$ cat src/hw/etgm_pkg.sv
/*
 * Shared constants and types of the Ethernet traffic generator and monitor:
 * register offsets, reset values, field positions, frame layout and the
 * packet stream carrier.
 * Assumes a single clock domain and a 64-bit MAC client stream on each path.
 */
package etgm_pkg;

	// ************************************************************
	// Register map
	// ************************************************************
	localparam int REG_AW = 7;
	localparam logic [REG_AW-1:0] GEN_PACKET_COUNT = 7'h00;
	localparam logic [REG_AW-1:0] GEN_RANDOM_LENGTH_ENABLE = 7'h04;
	localparam logic [REG_AW-1:0] GEN_RANDOM_PAYLOAD_ENABLE = 7'h08;
	localparam logic [REG_AW-1:0] GEN_START = 7'h0c;
	localparam logic [REG_AW-1:0] GEN_STOP = 7'h10;
	localparam logic [REG_AW-1:0] GEN_SOURCE_ADDR_LOW = 7'h14;
	localparam logic [REG_AW-1:0] GEN_SOURCE_ADDR_HIGH = 7'h18;
	localparam logic [REG_AW-1:0] GEN_DEST_ADDR_LOW = 7'h1c;
	localparam logic [REG_AW-1:0] GEN_DEST_ADDR_HIGH = 7'h20;
	localparam logic [REG_AW-1:0] GEN_SENT_COUNT = 7'h24;
	localparam logic [REG_AW-1:0] GEN_STATUS = 7'h28;
	localparam logic [REG_AW-1:0] GEN_PACKET_LENGTH = 7'h34;
	localparam logic [REG_AW-1:0] MON_BASE = 7'h40;
	localparam logic [REG_AW-1:0] MON_EXPECTED_COUNT = 7'h40;
	localparam logic [REG_AW-1:0] MON_GOOD_COUNT = 7'h44;
	localparam logic [REG_AW-1:0] MON_CRC_BAD_COUNT = 7'h48;
	localparam logic [REG_AW-1:0] MON_BYTE_COUNT_LOW = 7'h4c;
	localparam logic [REG_AW-1:0] MON_BYTE_COUNT_HIGH = 7'h50;
	localparam logic [REG_AW-1:0] MON_CYCLE_COUNT_LOW = 7'h54;
	localparam logic [REG_AW-1:0] MON_CYCLE_COUNT_HIGH = 7'h58;
	localparam logic [REG_AW-1:0] MON_CONTROL_STATUS = 7'h5c;
	localparam logic [REG_AW-1:0] IRQ_STATUS = 7'h60;
	localparam logic [REG_AW-1:0] IRQ_MASK = 7'h64;

	// ************************************************************
	// Fields and reset values
	// ************************************************************
	localparam int MON_CLEAR_BIT = 0;
	localparam int MON_DONE_BIT = 2;
	localparam int GEN_ACTIVE_BIT = 0;
	localparam logic [31:0] MON_EXPECTED_RST = 32'hffff_ffff;
	localparam int IRQ_N = 3;
	localparam int IRQ_GEN_DONE = 0;
	localparam int IRQ_MON_DONE = 1;
	localparam int IRQ_CRC_BAD = 2;
	localparam logic [63:0] LFSR_SEED = 64'h0123_4567_89ab_cdef;
	localparam logic [63:0] LFSR_TAPS = 64'h0000_0000_0000_001b;

	// ************************************************************
	// Frame layout
	// ************************************************************
	localparam logic [15:0] WORD_BYTES = 16'h0008;
	localparam logic [15:0] MIN_FRAME_BYTES = 16'h0010;

	typedef struct packed {
		logic valid;
		logic sop;
		logic eop;
		logic [2:0] empty;
		logic error;
		logic [63:0] data;
	} etgm_stream_t;

	typedef enum logic [2:0] {
		GEN_IDLE = 3'b000,
		GEN_HDR0 = 3'b001,
		GEN_HDR1 = 3'b010,
		GEN_PAY = 3'b011,
		GEN_NEXT = 3'b100
	} etgm_gen_state_t;

endpackage : etgm_pkg

$ cat src/hw/etgm_irq.sv
/*
 * Interrupt status and mask: events set sticky bits, a written one clears
 * a bit, and the level output is high while an unmasked bit is set.
 * Assumes event pulses and the write strobes come from the same clock.
 */
`timescale 1ns/1ps
module etgm_irq (
	input wire logic clock,
	input wire logic rst_n,
	input wire logic ce,
	input wire logic [etgm_pkg::IRQ_N-1:0] events,
	input wire logic status_wr,
	input wire logic mask_wr,
	input wire logic [etgm_pkg::IRQ_N-1:0] wdata,
	output logic [etgm_pkg::IRQ_N-1:0] status,
	output logic [etgm_pkg::IRQ_N-1:0] mask,
	output logic irq
);
	import etgm_pkg::*;

	typedef struct packed {
		logic [IRQ_N-1:0] status;
		logic [IRQ_N-1:0] mask;
	} etgm_irq_state_t;

	etgm_irq_state_t s_reg;
	etgm_irq_state_t s_next;

	// A new event beats a clear in the same cycle so that it is never lost.
	always_comb begin
		s_next = s_reg;
		if (status_wr) begin
			s_next.status = s_reg.status & ~wdata;
		end
		s_next.status = s_next.status | events;
		if (mask_wr) begin
			s_next.mask = wdata;
		end
	end

	always_ff @(posedge clock or negedge rst_n) begin
		if (!rst_n) begin
			s_reg <= '0;
		end else if (ce) begin
			s_reg <= s_next;
		end
	end

	assign status = s_reg.status;
	assign mask = s_reg.mask;
	assign irq = |(s_reg.status & s_reg.mask);
endmodule : etgm_irq

$ cat src/hw/etgm_lfsr.sv
/*
 * Pseudo-random word source: a 64-bit Galois shift register that steps
 * once per cycle in which advance is high.
 * Assumes the caller only needs a fresh value after each advance.
 */
`timescale 1ns/1ps
module etgm_lfsr (
	input wire logic clock,
	input wire logic rst_n,
	input wire logic ce,
	input wire logic advance,
	output logic [63:0] value
);
	import etgm_pkg::*;

	typedef struct packed {
		logic [63:0] sr;
	} etgm_lfsr_state_t;

	etgm_lfsr_state_t s_reg;
	etgm_lfsr_state_t s_next;

	always_comb begin
		s_next = s_reg;
		if (advance) begin
			s_next.sr = {s_reg.sr[62:0], 1'b0} ^ (s_reg.sr[63] ? LFSR_TAPS : 64'h0);
		end
	end

	always_ff @(posedge clock or negedge rst_n) begin
		if (!rst_n) begin
			s_reg.sr <= LFSR_SEED;
		end else if (ce) begin
			s_reg <= s_next;
		end
	end

	assign value = s_reg.sr;
endmodule : etgm_lfsr

$ cat src/hw/etgm_top.sv
/*
 * Ethernet traffic generator and monitor: builds bursts of client frames
 * into the MAC transmit stream and counts frames from the MAC receive
 * stream, all under a small register port.
 * Assumes one clock, a MAC that marks CRC failures on the last word, and a
 * register master that follows the one-cycle strobe protocol.
 */
// Local design decision: the strobed register port.
`timescale 1ns/1ps
module etgm_top (
	input wire logic clock,
	input wire logic rst_n,
	input wire logic ce,
	input wire logic [etgm_pkg::REG_AW-1:0] reg_addr,
	input wire logic [31:0] reg_wdata,
	input wire logic reg_wr,
	input wire logic reg_rd,
	output logic [31:0] reg_rdata,
	output etgm_pkg::etgm_stream_t tx_out,
	input wire logic tx_ready,
	input wire etgm_pkg::etgm_stream_t rx_in,
	output logic irq
);
	import etgm_pkg::*;

	// ************************************************************
	// State
	// ************************************************************
	typedef struct packed {
		etgm_gen_state_t st;
		logic [31:0] pkt_count;
		logic [31:0] pkt_len;
		logic [31:0] sa_lo;
		logic [15:0] sa_hi;
		logic [31:0] da_lo;
		logic [15:0] da_hi;
		logic rnd_len;
		logic rnd_pay;
		logic start_bit;
		logic stop_bit;
		logic stop_pend;
		logic [31:0] sent;
		logic [31:0] remain;
		logic [15:0] bytes_left;
		logic [7:0] pat;
		etgm_stream_t tx;
		logic [31:0] expected;
		logic [31:0] good;
		logic [31:0] bad;
		logic [63:0] rx_bytes;
		logic [63:0] rx_cycles;
		logic started;
		logic done;
		logic [31:0] rdata;
	} etgm_top_state_t;

	etgm_top_state_t s_reg;
	etgm_top_state_t s_next;

	logic adv;
	logic last;
	logic lfsr_adv;
	logic start_pulse;
	logic stop_pulse;
	logic mon_clear;
	logic irq_status_wr;
	logic irq_mask_wr;
	logic [IRQ_N-1:0] ev;
	logic [IRQ_N-1:0] irq_status;
	logic [IRQ_N-1:0] irq_mask;
	logic [63:0] lfsr_val;
	logic [63:0] pat_word;
	logic [63:0] pay_word;
	logic [15:0] len_max;
	logic [15:0] len_spread;
	logic [15:0] len_cand;
	logic [15:0] len_pick;
	logic [31:0] rx_total;

	// ************************************************************
	// Helpers
	// ************************************************************
	etgm_lfsr u_lfsr (
		.clock(clock),
		.rst_n(rst_n),
		.ce(ce),
		.advance(lfsr_adv),
		.value(lfsr_val)
	);

	etgm_irq u_irq (
		.clock(clock),
		.rst_n(rst_n),
		.ce(ce),
		.events(ev),
		.status_wr(irq_status_wr),
		.mask_wr(irq_mask_wr),
		.wdata(reg_wdata[IRQ_N-1:0]),
		.status(irq_status),
		.mask(irq_mask),
		.irq(irq)
	);

	genvar gi;
	generate
		for (gi = 0; gi < 8; gi++) begin : g_pat
			assign pat_word[63-8*gi -: 8] = s_reg.pat + 8'(gi);
		end
	endgenerate

	// Masking the random value to the span of the limit and folding the
	// overshoot back keeps the spread near uniform without a divider.
	always_comb begin
		len_max = (|s_reg.pkt_len[31:16]) ? 16'hffff : s_reg.pkt_len[15:0];
		len_spread = len_max | (len_max >> 1);
		len_spread = len_spread | (len_spread >> 2);
		len_spread = len_spread | (len_spread >> 4);
		len_spread = len_spread | (len_spread >> 8);
		len_cand = lfsr_val[15:0] & len_spread;
		if (len_cand > len_max) begin
			len_cand = len_cand - len_max - 16'h0001;
		end
		len_pick = s_reg.rnd_len ? len_cand : len_max;
		// A frame cannot be shorter than its two header words.
		if (len_pick < MIN_FRAME_BYTES) begin
			len_pick = MIN_FRAME_BYTES;
		end
	end

	assign pay_word = s_reg.rnd_pay ? lfsr_val : pat_word;
	// The word register moves whenever it is empty or the MAC takes its word.
	assign adv = !s_reg.tx.valid || tx_ready;
	assign last = s_reg.bytes_left <= WORD_BYTES;
	assign rx_total = s_reg.good + s_reg.bad + 32'h1;
	assign start_pulse = reg_wr && reg_addr == GEN_START;
	assign stop_pulse = reg_wr && reg_addr == GEN_STOP;
	// Clear follows the data bit, so writing zero to the control word is harmless.
	assign mon_clear = reg_wr && reg_addr == MON_CONTROL_STATUS && reg_wdata[MON_CLEAR_BIT];
	assign irq_status_wr = reg_wr && reg_addr == IRQ_STATUS;
	assign irq_mask_wr = reg_wr && reg_addr == IRQ_MASK;

	// ************************************************************
	// Next state
	// ************************************************************
	always_comb begin
		s_next = s_reg;
		ev = '0;
		lfsr_adv = 1'b0;
		s_next.rdata = 32'h0;
		if (adv) begin
			s_next.tx.valid = 1'b0;
		end

		if (reg_wr) begin
			unique case (reg_addr)
				GEN_PACKET_COUNT: s_next.pkt_count = reg_wdata;
				GEN_RANDOM_LENGTH_ENABLE: s_next.rnd_len = reg_wdata[0];
				GEN_RANDOM_PAYLOAD_ENABLE: s_next.rnd_pay = reg_wdata[0];
				GEN_START: s_next.start_bit = reg_wdata[0];
				GEN_STOP: s_next.stop_bit = reg_wdata[0];
				GEN_SOURCE_ADDR_LOW: s_next.sa_lo = reg_wdata;
				GEN_SOURCE_ADDR_HIGH: s_next.sa_hi = reg_wdata[15:0];
				GEN_DEST_ADDR_LOW: s_next.da_lo = reg_wdata;
				GEN_DEST_ADDR_HIGH: s_next.da_hi = reg_wdata[15:0];
				GEN_PACKET_LENGTH: s_next.pkt_len = reg_wdata;
				MON_EXPECTED_COUNT: s_next.expected = reg_wdata;
				default: ;
			endcase
		end

		if (stop_pulse && s_reg.st != GEN_IDLE) begin
			s_next.stop_pend = 1'b1;
		end

		// A start while a run is active is ignored, so one run never cuts another short.
		unique case (s_reg.st)
			GEN_IDLE: begin
				if (start_pulse) begin
					s_next.sent = 32'h0;
					s_next.remain = s_reg.pkt_count;
					s_next.stop_pend = 1'b0;
					if (s_reg.pkt_count != 32'h0) begin
						s_next.st = GEN_HDR0;
					end else begin
						ev[IRQ_GEN_DONE] = 1'b1;
					end
				end
			end
			GEN_HDR0: begin
				// A stop seen between frames ends the run before another frame begins.
				if (s_reg.stop_pend) begin
					s_next.st = GEN_IDLE;
					ev[IRQ_GEN_DONE] = 1'b1;
				end else if (adv) begin
					s_next.tx.valid = 1'b1;
					s_next.tx.sop = 1'b1;
					s_next.tx.eop = 1'b0;
					s_next.tx.empty = 3'h0;
					s_next.tx.error = 1'b0;
					s_next.tx.data = {s_reg.da_hi, s_reg.da_lo, s_reg.sa_hi};
					s_next.bytes_left = len_pick - WORD_BYTES;
					s_next.pat = 8'h00;
					lfsr_adv = 1'b1;
					s_next.st = GEN_HDR1;
				end
			end
			GEN_HDR1: begin
				if (adv) begin
					s_next.tx.valid = 1'b1;
					s_next.tx.sop = 1'b0;
					s_next.tx.eop = last;
					s_next.tx.empty = 3'h0;
					// Length field carries the whole frame size; two pad bytes follow.
					s_next.tx.data = {s_reg.sa_lo, s_reg.bytes_left + WORD_BYTES, 16'h0000};
					s_next.bytes_left = s_reg.bytes_left - WORD_BYTES;
					s_next.st = last ? GEN_NEXT : GEN_PAY;
				end
			end
			GEN_PAY: begin
				if (adv) begin
					s_next.tx.valid = 1'b1;
					s_next.tx.sop = 1'b0;
					s_next.tx.eop = last;
					s_next.tx.empty = last ? 3'(4'h8 - s_reg.bytes_left[3:0]) : 3'h0;
					s_next.tx.data = pay_word;
					s_next.pat = s_reg.pat + 8'h08;
					lfsr_adv = s_reg.rnd_pay;
					s_next.bytes_left = last ? 16'h0 : s_reg.bytes_left - WORD_BYTES;
					s_next.st = last ? GEN_NEXT : GEN_PAY;
				end
			end
			GEN_NEXT: begin
				// Here the last word of the frame is being taken by the MAC.
				if (adv) begin
					s_next.sent = s_reg.sent + 32'h1;
					s_next.remain = s_reg.remain - 32'h1;
					if (s_reg.remain == 32'h1 || s_reg.stop_pend) begin
						s_next.st = GEN_IDLE;
						ev[IRQ_GEN_DONE] = 1'b1;
					end else begin
						s_next.st = GEN_HDR0;
					end
				end
			end
			default: s_next.st = GEN_IDLE;
		endcase

		// Monitor side.
		// The receive path has no back-pressure, so every valid word counts at once.
		if (rx_in.valid) begin
			s_next.started = 1'b1;
			s_next.rx_bytes = s_reg.rx_bytes
				+ (rx_in.eop ? 64'(4'h8 - {1'b0, rx_in.empty}) : 64'h8);
			if (rx_in.eop) begin
				if (rx_in.error) begin
					s_next.bad = s_reg.bad + 32'h1;
					ev[IRQ_CRC_BAD] = 1'b1;
				end else begin
					s_next.good = s_reg.good + 32'h1;
				end
				if (rx_total == s_reg.expected && !s_reg.done) begin
					s_next.done = 1'b1;
					ev[IRQ_MON_DONE] = 1'b1;
				end
			end
		end
		if ((s_reg.started || rx_in.valid) && !s_reg.done) begin
			s_next.rx_cycles = s_reg.rx_cycles + 64'h1;
		end
		// Clearing restarts a run, so it deliberately overrides a packet ending now.
		if (mon_clear) begin
			s_next.good = 32'h0;
			s_next.bad = 32'h0;
			s_next.rx_bytes = 64'h0;
			s_next.rx_cycles = 64'h0;
			s_next.started = 1'b0;
			s_next.done = 1'b0;
		end

		// Read data is zero outside the cycle after a read strobe.
		if (reg_rd) begin
			unique case (reg_addr)
				GEN_PACKET_COUNT: s_next.rdata = s_reg.pkt_count;
				GEN_RANDOM_LENGTH_ENABLE: s_next.rdata = {31'h0, s_reg.rnd_len};
				GEN_RANDOM_PAYLOAD_ENABLE: s_next.rdata = {31'h0, s_reg.rnd_pay};
				GEN_START: s_next.rdata = {31'h0, s_reg.start_bit};
				GEN_STOP: s_next.rdata = {31'h0, s_reg.stop_bit};
				GEN_SOURCE_ADDR_LOW: s_next.rdata = s_reg.sa_lo;
				GEN_SOURCE_ADDR_HIGH: s_next.rdata = {16'h0, s_reg.sa_hi};
				GEN_DEST_ADDR_LOW: s_next.rdata = s_reg.da_lo;
				GEN_DEST_ADDR_HIGH: s_next.rdata = {16'h0, s_reg.da_hi};
				GEN_SENT_COUNT: s_next.rdata = s_reg.sent;
				GEN_STATUS: s_next.rdata[GEN_ACTIVE_BIT] = s_reg.st != GEN_IDLE;
				GEN_PACKET_LENGTH: s_next.rdata = s_reg.pkt_len;
				MON_EXPECTED_COUNT: s_next.rdata = s_reg.expected;
				MON_GOOD_COUNT: s_next.rdata = s_reg.good;
				MON_CRC_BAD_COUNT: s_next.rdata = s_reg.bad;
				// The wide counters have no snapshot; read their halves while traffic is quiet.
				MON_BYTE_COUNT_LOW: s_next.rdata = s_reg.rx_bytes[31:0];
				MON_BYTE_COUNT_HIGH: s_next.rdata = s_reg.rx_bytes[63:32];
				MON_CYCLE_COUNT_LOW: s_next.rdata = s_reg.rx_cycles[31:0];
				MON_CYCLE_COUNT_HIGH: s_next.rdata = s_reg.rx_cycles[63:32];
				MON_CONTROL_STATUS: s_next.rdata[MON_DONE_BIT] = s_reg.done;
				IRQ_STATUS: s_next.rdata = {{(32-IRQ_N){1'b0}}, irq_status};
				IRQ_MASK: s_next.rdata = {{(32-IRQ_N){1'b0}}, irq_mask};
				default: s_next.rdata = 32'h0;
			endcase
		end
	end

	// ************************************************************
	// Registers
	// ************************************************************
	always_ff @(posedge clock or negedge rst_n) begin
		if (!rst_n) begin
			// Only the expected count leaves reset non-zero, so it follows the bulk clear.
			s_reg <= '0;
			s_reg.expected <= MON_EXPECTED_RST;
		end else if (ce) begin
			s_reg <= s_next;
		end
	end

	assign reg_rdata = s_reg.rdata;
	assign tx_out = s_reg.tx;
endmodule : etgm_top

$ cat config.mk
export PLATFORM = sky130hd
export DESIGN_NAME = etgm_top
export DESIGN_NICKNAME = d
export VERILOG_FILES = /design/src/hw/etgm_pkg.sv /design/src/hw/etgm_irq.sv /design/src/hw/etgm_lfsr.sv /design/src/hw/etgm_top.sv
export SDC_FILE = /design/constraint.sdc
export NUM_CORES = 2
export LEC_CHECK = 0
export BUFFER_PORTS_ARGS = -buffer_cell sky130_fd_sc_hd__buf_2
export CAP_MARGIN = 5
export CELL_PAD_IN_SITES_DETAIL_PLACEMENT = 0
export CELL_PAD_IN_SITES_GLOBAL_PLACEMENT = 2
export CORE_MARGIN = 4
export CORE_UTILIZATION = 43
export CTS_CLUSTER_DIAMETER = 30
export CTS_CLUSTER_SIZE = 30
export DETAILED_ROUTE_END_ITERATION = 12
export PLACE_DENSITY_LB_ADDON = 0.25
export SYNTH_ARGS = -nofsm -noshare
export SYNTH_HDL_FRONTEND = slang
export SYNTH_SLANG_ARGS = --single-unit
$ cat constraint.sdc
create_clock -name clock -period 8.62 [get_ports clock]
set_input_delay 0.431 -clock clock [delete_from_list [all_inputs] [get_ports clock]]
set_output_delay 0.431 -clock clock [all_outputs]
set_load 0.02 [all_outputs]
Word-level counts from Yosys, hierarchy flattened
Cells that the tools add are included.
{"block": "totals", "n_memories": 0, "mem_bits_rw": 0, "reg_bits": 654, "latchBits": 0, "mem_bits_ro": 0, "wordCells": 220, "inputBits": 116, "output_inout_bits": 104}
{"block": "op_classes", "reduce_logical": 51, "n_eq_ne": 37, "shift": 0, "multipliers": 0, "bitwise_logic": 10, "mux": 64, "div": 0, "magnitude_cmp": 3, "add_sub_neg": 23}
{"operator": "two-way mux 64 bit", "count": 7}
{"operator": "case mux 29 bit (14 select lines)", "count": 1}
{"operator": "two-way mux 194 bit", "count": 1}
{"operator": "case mux 64 bit (3 select lines)", "count": 1}
{"operator": "two-way mux 95 bit", "count": 2}
{"operator": "adder 32 x 1 -> 32 bit (second input constant)", "count": 4}
{"operator": "two-way mux 128 bit", "count": 1}
{"operator": "case mux 64 bit (2 select lines)", "count": 1}
{"operator": "two-way mux 16 bit", "count": 6}
{"operator": "two-way mux 32 bit", "count": 3}
{"operator": "equality test 7 bit (second input constant)", "count": 10}
{"operator": "two-way mux 65 bit", "count": 1}
{"operator": "adder 64 x 1 -> 64 bit (second input constant)", "count": 1}
{"operator": "adder 64 bit", "count": 1}
{"operator": "bitwise XOR 64 bit", "count": 1}
{"operator": "case mux 16 bit (3 select lines)", "count": 1}
{"operator": "AND reduction 3 bit", "count": 11}
{"operator": "adder 32 bit", "count": 1}
{"operator": "adder 8 x 3 -> 8 bit (second input constant)", "count": 4}
{"operator": "equality test 32 x 1 -> 1 bit (second input constant)", "count": 1}
{"operator": "equality test 32 bit", "count": 1}
{"operator": "nonzero test 32 bit", "count": 1}
{"operator": "subtractor 16 x 4 -> 16 bit (second input constant)", "count": 2}
{"operator": "subtractor 32 x 1 -> 32 bit (second input constant)", "count": 1}
{"operator": "57 further kinds", "count": 124}

Logic depth before layout (Yosys ltp)
{"block": "depth", "word_depth": 17, "depth_mapped": 26, "ltp_nobuf": 24}

By module
A second synthesis with hierarchy kept.
{"block": "hier_totals", "cells_unflattened": 3783, "area_unflattened_um2": 36657.7}
{"module": "etgm_top", "seq_area_each_um2": 14579.0, "area_each_um2": 33907.5, "n_inst": 1, "cells_per_inst": 3627}
{"module": "etgm_lfsr", "seq_area_each_um2": 1641.6, "area_each_um2": 2501.1, "n_inst": 1, "cells_per_inst": 138}
{"module": "etgm_irq", "seq_area_each_um2": 150.1, "area_each_um2": 249.0, "n_inst": 1, "cells_per_inst": 18}

Worst setup path after synthesis
Ideal clock, no wire load.
{"block": "synth_timing", "path_type": "register to register", "from": "register s_reg[541] in the netlist's numbering", "to": "register s_reg[348] in the netlist's numbering", "setup_ps": 132, "synth_period_minus_slack_ps": 5387, "n_path_buf": 2, "required_time_ps": 8488, "path_stages_with_launch": 24, "t_arrival_ps": 5255, "slack_ps": 3233, "cell_sequence": "dfrtp_1 -> nor4_1 -> nand4_1 -> buf_2 -> or4_4 -> o41ai_2 -> inv_1 -> ha_1 -> buf_6 -> a211o_1 -> a21oi_2 -> o21ai_1 -> o311ai_0 -> mux2_2 -> o22a_1 -> nor4b_2 -> and3_1 -> a21oi_1 -> ha_1 -> o31ai_1 -> nor4_4 -> and3_1 -> xor2_1 -> o21ai_0"}
{"block": "synth_between", "elab_chain_cells": 17, "elab_cells_between_ends": 18, "cone_classes": "3 x add/sub; 2 x order compare; 7 x mux; 5 x bitwise; 1 x reduce/logical"}
{"item": "from (decl)", "line_no": "etgm_top.sv:57", "text": "etgm_top_state_t s_reg;"}
{"item": "from (signal assigned)", "line_no": "etgm_top.sv:320", "text": "s_reg <= s_next;"}
{"item": "OR reduction 16 bit *", "line_no": "etgm_top.sv:114", "text": "len_max = (|s_reg.pkt_len[31:16]) ? 16'hffff : s_reg.pkt_len[15:0];"}
{"item": "two-way mux 16 bit *", "line_no": "etgm_top.sv:114"}
{"item": "bitwise OR 16 x 15 -> 16 bit", "line_no": "etgm_top.sv:115", "text": "len_spread = len_max | (len_max >> 1);"}
{"item": "bitwise OR 16 x 14 -> 16 bit", "line_no": "etgm_top.sv:116", "text": "len_spread = len_spread | (len_spread >> 2);"}
{"item": "bitwise OR 16 x 12 -> 16 bit", "line_no": "etgm_top.sv:117", "text": "len_spread = len_spread | (len_spread >> 4);"}
{"item": "bitwise OR 16 x 8 -> 16 bit", "line_no": "etgm_top.sv:118", "text": "len_spread = len_spread | (len_spread >> 8);"}
{"item": "bitwise AND 16 bit", "line_no": "etgm_top.sv:119", "text": "len_cand = lfsr_val[15:0] & len_spread;"}
{"item": "subtractor 16 bit", "line_no": "etgm_top.sv:121", "text": "len_cand = len_cand - len_max - 16'h0001;"}
{"item": "subtractor 16 x 1 -> 16 bit", "line_no": "etgm_top.sv:121"}
{"item": "two-way mux 16 bit", "line_no": "etgm_top.sv:120", "text": "if (len_cand > len_max) begin"}
{"item": "two-way mux 16 bit *", "line_no": "etgm_top.sv:123", "text": "len_pick = s_reg.rnd_len ? len_cand : len_max;"}
{"item": "< comparator 16 x 5 -> 1 bit", "line_no": "etgm_top.sv:125", "text": "if (len_pick < MIN_FRAME_BYTES) begin"}
{"item": "two-way mux 16 bit *", "line_no": "etgm_top.sv:125"}
{"item": "subtractor 16 x 4 -> 16 bit *", "line_no": "etgm_top.sv:201", "text": "s_next.bytes_left = len_pick - WORD_BYTES;"}
{"item": "two-way mux 95 bit *", "line_no": "etgm_top.sv:194", "text": "end else if (adv) begin"}
{"item": "two-way mux 95 bit *", "line_no": "etgm_top.sv:191", "text": "if (s_reg.stop_pend) begin"}
{"item": "case mux 16 bit (3 select lines) *", "line_no": "etgm_top.sv:176", "text": "unique case (s_reg.st)"}
Mark *: on every way between the ends. The rest lies on a longest branch, timed or not. The select of a mux whose other input is x is not followed.
A chain may end at the register's enable or synchronous reset.

Worst setup path in the final report
Same ends and word-level chain as after synthesis.

==> metrics.log <==
INFO  metric starting_utilization_of_the_core_area = between 40% and 50%
INFO  metric fillers = between 7,000 and 8,000
INFO  metric fin_ws = 1210 ps
INFO  metric timing.clock.skew = ~44 ps
INFO  metric numClockSinks = about 650
INFO  metric antenna_left = 0
INFO  metric timing.final.crit_period = roughly 7400 ps
INFO  metric worst_ep_arrival_time = 8000 ps
INFO  metric synthToLayoutAreaGrowth = 19.3%
INFO  metric width_of_the_die = around 300 um
INFO  metric grt_start_max_net_pins = between 150 and 200
INFO  metric worst_r2r_path_depth = 24
INFO  metric async_reset_ff_share = 100%
INFO  metric first_global_vias = just over 30,000
INFO  metric antenna_found_initial = 15
INFO  metric worstPathMaxFanout = 9
INFO  metric seqPwrFrac = a little under a third
INFO  metric drt_pass1_iterations = 7
INFO  metric gr_util_all_layers = around 33%
INFO  metric maxCapViolCount = 0
INFO  metric yosys_warnings = 0
INFO  metric synth-main-ff-cell = sky130_fd_sc_hd__dfrtp_1
INFO  metric syn_nets = a little over 4,000
INFO  metric switching_share = approximately 33%
INFO  metric grt-ovfl-total = 0
INFO  metric clock_power_share = a little under half
INFO  metric met1Wirelength = approximately 65 mm
INFO  metric numCtsBuffers = 165
INFO  metric placer_s_final_routability_congestion_estimate = between 1 and 1.5
INFO  metric crit_type = register to register
INFO  metric p_leak = slightly below 20 nW
INFO  metric finalMaxSlewViolations = 0
INFO  metric timing.final.setup_violations = 0
INFO  metric drt-initial-drc-count = roughly 3,700
INFO  metric hp-class = input pin to register
INFO  metric vias = about 32,000
INFO  metric cts_hold_repair.buffers = 5
INFO  metric number_of_flip_flops_under_the_largest_register_name = approximately 480
INFO  metric total_i_o_pin_count = 220
INFO  metric setup-tns-final = 0 ps
INFO  metric start_kind = register
INFO  metric number_of_nets_in_the_layout = between 4,000 and 5,000
INFO  metric cts_setup_buffers = 0
INFO  metric total_switching_power = ~4.4 mW
INFO  metric tritoncts = built
INFO  metric met2_length = about 66 mm
INFO  metric dp_hpwl = 112 mm
INFO  metric vias_per_inst = 6.18
INFO  metric clkLatencyLatePin = approximately 770 ps
INFO  metric worst-slew-pin-transition = about 1400 ps
INFO  metric ys_seq_area_share = between 40% and 50%
INFO  metric internal_power = between 8 and 9 mW
INFO  metric achievable-frequency = 135 MHz
INFO  metric design.core.area = between 80,000 and 90,000 um2
INFO  metric clk_path_buf_depth = 3
INFO  metric critPathRequiredTime = slightly above 9000 ps
INFO  metric die_h = 300 um
INFO  metric crit_path_end_kind = register
INFO  metric first_pass_grt_wire_length = between 200 and 250 mm
INFO  metric met3_length = around 14 mm
INFO  metric hold_path_depth = 2
INFO  metric rrSetupSlack = approximately 1200 ps
INFO  metric floorplan.rows = ~110
INFO  metric reg2reg_to = s_reg[348]$_DFFE_PN0P_
INFO  metric cellPowerDensity = roughly 300 nW/um2
INFO  metric hold_path.startpoint = reg_wdata[24]
INFO  metric place.port_buffers = between 150 and 200
INFO  metric r2r_start = s_reg[541]$_DFFE_PN0P_
INFO  metric ys_types = approximately 110
INFO  metric dp_worst_setup_slack = around 1400 ps
INFO  metric finalCritPeriodShare = between 80% and 90%
INFO  metric outcome = finished clean
INFO  metric highest_signal_layer = met5
INFO  metric grt_setup_unrepaired = no
INFO  metric holdPathEnd = s_reg[510]$_DFFE_PN0P_
INFO  metric post_route_cells_drive_above_1_share = 20.8%
INFO  metric drt_wl_total = between 150 and 200 mm
INFO  metric synth_enable_flop_cells = 0
INFO  metric synth.avg_cell_area = between 9 and 10 um2
INFO  metric root_buffer = sky130_fd_sc_hd__clkbuf_16
INFO  metric route.detailed.wl_per_inst = slightly below 30 um
INFO  metric syn_inst = approximately 3,900
INFO  metric hold_viol = 0
INFO  metric synthesized_cell_area = 36,700 um2
INFO  metric relSlewSlack = under 10%
INFO  metric die_area = between 90,000 and 100,000 um2
INFO  metric post_cts_resized = 0
INFO  metric comb_power_share = between 20% and 30%
INFO  metric drcViolationCount = 0
INFO  metric synth-seq-cells = roughly 650
INFO  metric worst_ir_drop_vdd = roughly 0.20 mV
INFO  metric cts_htree_levels = 4
INFO  metric path_clk_slew = about 50 ps
## cell usage after synthesis, types with 61 or more instances
| cell type | n | area (um2) |
|---|---|---|
| sky130_fd_sc_hd__a21oi_1 | 182 | 911 |
| sky130_fd_sc_hd__a22oi_1 | 136 | 1020 |
| sky130_fd_sc_hd__and3_1 | 75 | 469 |
| sky130_fd_sc_hd__buf_4 | 105 | 788 |
| sky130_fd_sc_hd__clkbuf_1 | 171 | 642 |
| sky130_fd_sc_hd__dfrtp_1 | 587 | 14700 |
| sky130_fd_sc_hd__dfstp_2 | 64 | 1680 |
| sky130_fd_sc_hd__ha_1 | 62 | 776 |
| sky130_fd_sc_hd__inv_1 | 98 | 368 |
| sky130_fd_sc_hd__mux2_2 | 225 | 2530 |
| sky130_fd_sc_hd__nand2_1 | 366 | 1370 |
| sky130_fd_sc_hd__nand3_1 | 124 | 621 |
| sky130_fd_sc_hd__nand4_1 | 67 | 419 |
| sky130_fd_sc_hd__nor2_1 | 374 | 1400 |
| sky130_fd_sc_hd__nor3_1 | 61 | 305 |
| sky130_fd_sc_hd__o21ai_0 | 269 | 1350 |
| sky130_fd_sc_hd__xnor2_1 | 80 | 701 |
| sky130_fd_sc_hd__xor2_1 | 161 | 1410 |
## worst max-delay path by stage
stage	from	to	slack, ps	cells past startpoint
5_1_grt	s_reg[541]$_DFFE_PN0P_	s_reg[348]$_DFFE_PN0P_	730	24
4_1_cts	s_reg[541]$_DFFE_PN0P_	s_reg[348]$_DFFE_PN0P_	1330	24
2_1_floorplan	s_reg[541]$_DFFE_PN0P_	s_reg[348]$_DFFE_PN0P_	3230	23
3_3_place_gp	s_reg[541]$_DFFE_PN0P_	s_reg[348]$_DFFE_PN0P_	1480	24
3_5_place_dp	s_reg[541]$_DFFE_PN0P_	s_reg[348]$_DFFE_PN0P_	1380	24
6_report	s_reg[541]$_DFFE_PN0P_	s_reg[348]$_DFFE_PN0P_	1210	24
## layout by cell type, fill, tap and decap left out, types with 42 or more instances in the layout
cell type / count
sky130_fd_sc_hd__xnor2_1: 80
sky130_fd_sc_hd__buf_4: 59
sky130_fd_sc_hd__dfrtp_1: 587
sky130_fd_sc_hd__a21o_1: 44
sky130_fd_sc_hd__and3_1: 75
sky130_fd_sc_hd__or3_1: 52
sky130_fd_sc_hd__inv_1: 98
sky130_fd_sc_hd__nor2_1: 362
sky130_fd_sc_hd__a222oi_1: 42
sky130_fd_sc_hd__a31oi_1: 47
sky130_fd_sc_hd__nand2_1: 364
sky130_fd_sc_hd__ha_1: 62
sky130_fd_sc_hd__dfstp_2: 64
sky130_fd_sc_hd__mux2_2: 225
sky130_fd_sc_hd__nor3_1: 59
sky130_fd_sc_hd__xor2_1: 161
sky130_fd_sc_hd__o21ai_0: 269
sky130_fd_sc_hd__clkbuf_16: 166
sky130_fd_sc_hd__a21oi_1: 181
sky130_fd_sc_hd__a221oi_1: 53
sky130_fd_sc_hd__a22oi_1: 136
sky130_fd_sc_hd__buf_2: 152
sky130_fd_sc_hd__nand4_1: 67
sky130_fd_sc_hd__nand3_1: 123
## through the flow
step	util, %	hold WS, ps	area (um2)	power (mW)	instances
after floorplan	-	135	36700	6.02	3871
after global placement	45.1	455	37900	6.95	4912
after detailed placement	45.1	460	37900	6.96	4912
after CTS	52.1	6.89	43800	13.4	5224
after global routing	52.1	36.3	43800	13.9	5225
final	52.1	54.0	43800	13.4	5230
## worst max-delay path: stages, from the launching register on
cell and delay (ps):
sky130_fd_sc_hd__dfrtp_1 380, sky130_fd_sc_hd__nor4_1 730, sky130_fd_sc_hd__nand3_1 440, sky130_fd_sc_hd__or3_1 600, sky130_fd_sc_hd__nor4_1 290, sky130_fd_sc_hd__nand2_1 150, sky130_fd_sc_hd__o21ai_0 370, sky130_fd_sc_hd__inv_1 90
sky130_fd_sc_hd__ha_1 320, sky130_fd_sc_hd__nor2b_1 140, sky130_fd_sc_hd__o211ai_1 110, sky130_fd_sc_hd__a2111oi_1 700, sky130_fd_sc_hd__nor4_2 160, sky130_fd_sc_hd__buf_4 220, sky130_fd_sc_hd__or4_1 520, sky130_fd_sc_hd__o221ai_1 250
sky130_fd_sc_hd__and4_4 390, sky130_fd_sc_hd__nand4_2 200, sky130_fd_sc_hd__nand2_1 110, sky130_fd_sc_hd__ha_1 190, sky130_fd_sc_hd__o31ai_1 130, sky130_fd_sc_hd__nor4_4 290, sky130_fd_sc_hd__and3_1 220, sky130_fd_sc_hd__xor2_1 160
sky130_fd_sc_hd__o21ai_0 90
## per-layer routing
| metal | up-vias | GRT usage (%) |
|---|---|---|
| li1 | 14300 | - |
| met5 | - | 0 |
| met2 | 1480 | 49.7 |
| met1 | 16300 | 46.0 |
| met3 | 314 | 8.63 |
| met4 | 4 | 12.7 |
## final cells by class
cell class	instances	area, um2	share of cell area (%)
diodes	6	15.0	0.0343
clock buffers	222	4670	10.7
clock inverters	85	1140	2.61
inverters	99	372	0.849
multi-input cells	2813	18500	42.2
flip-flops and latches	651	16400	37.4
well taps	1134	1420	3.24
repair buffers	220	1330	3.03
## power by group through the flow
stage	Combinational (mW)	Clock (mW)	Sequential [mW]
global placement	2.86	0	4.10
global route	3.18	6.64	4.13
detailed placement	2.86	0	4.10
CTS	2.88	6.46	4.06
floorplan	2.18	0	3.84
finish	2.91	6.40	4.09
## logic make-up after synthesis
family	synth area share, %
AO/OA/AOI/OAI	18.3
XOR/XNOR	5.75
adder cells (fa/ha/maj)	2.28
buffers and inverters	5.30
flip-flops	44.6
multiplexers	7.01
other	0.0102
AND/OR/NAND/NOR	16.7
Note: power is estimated with default switching activity, not from simulation.
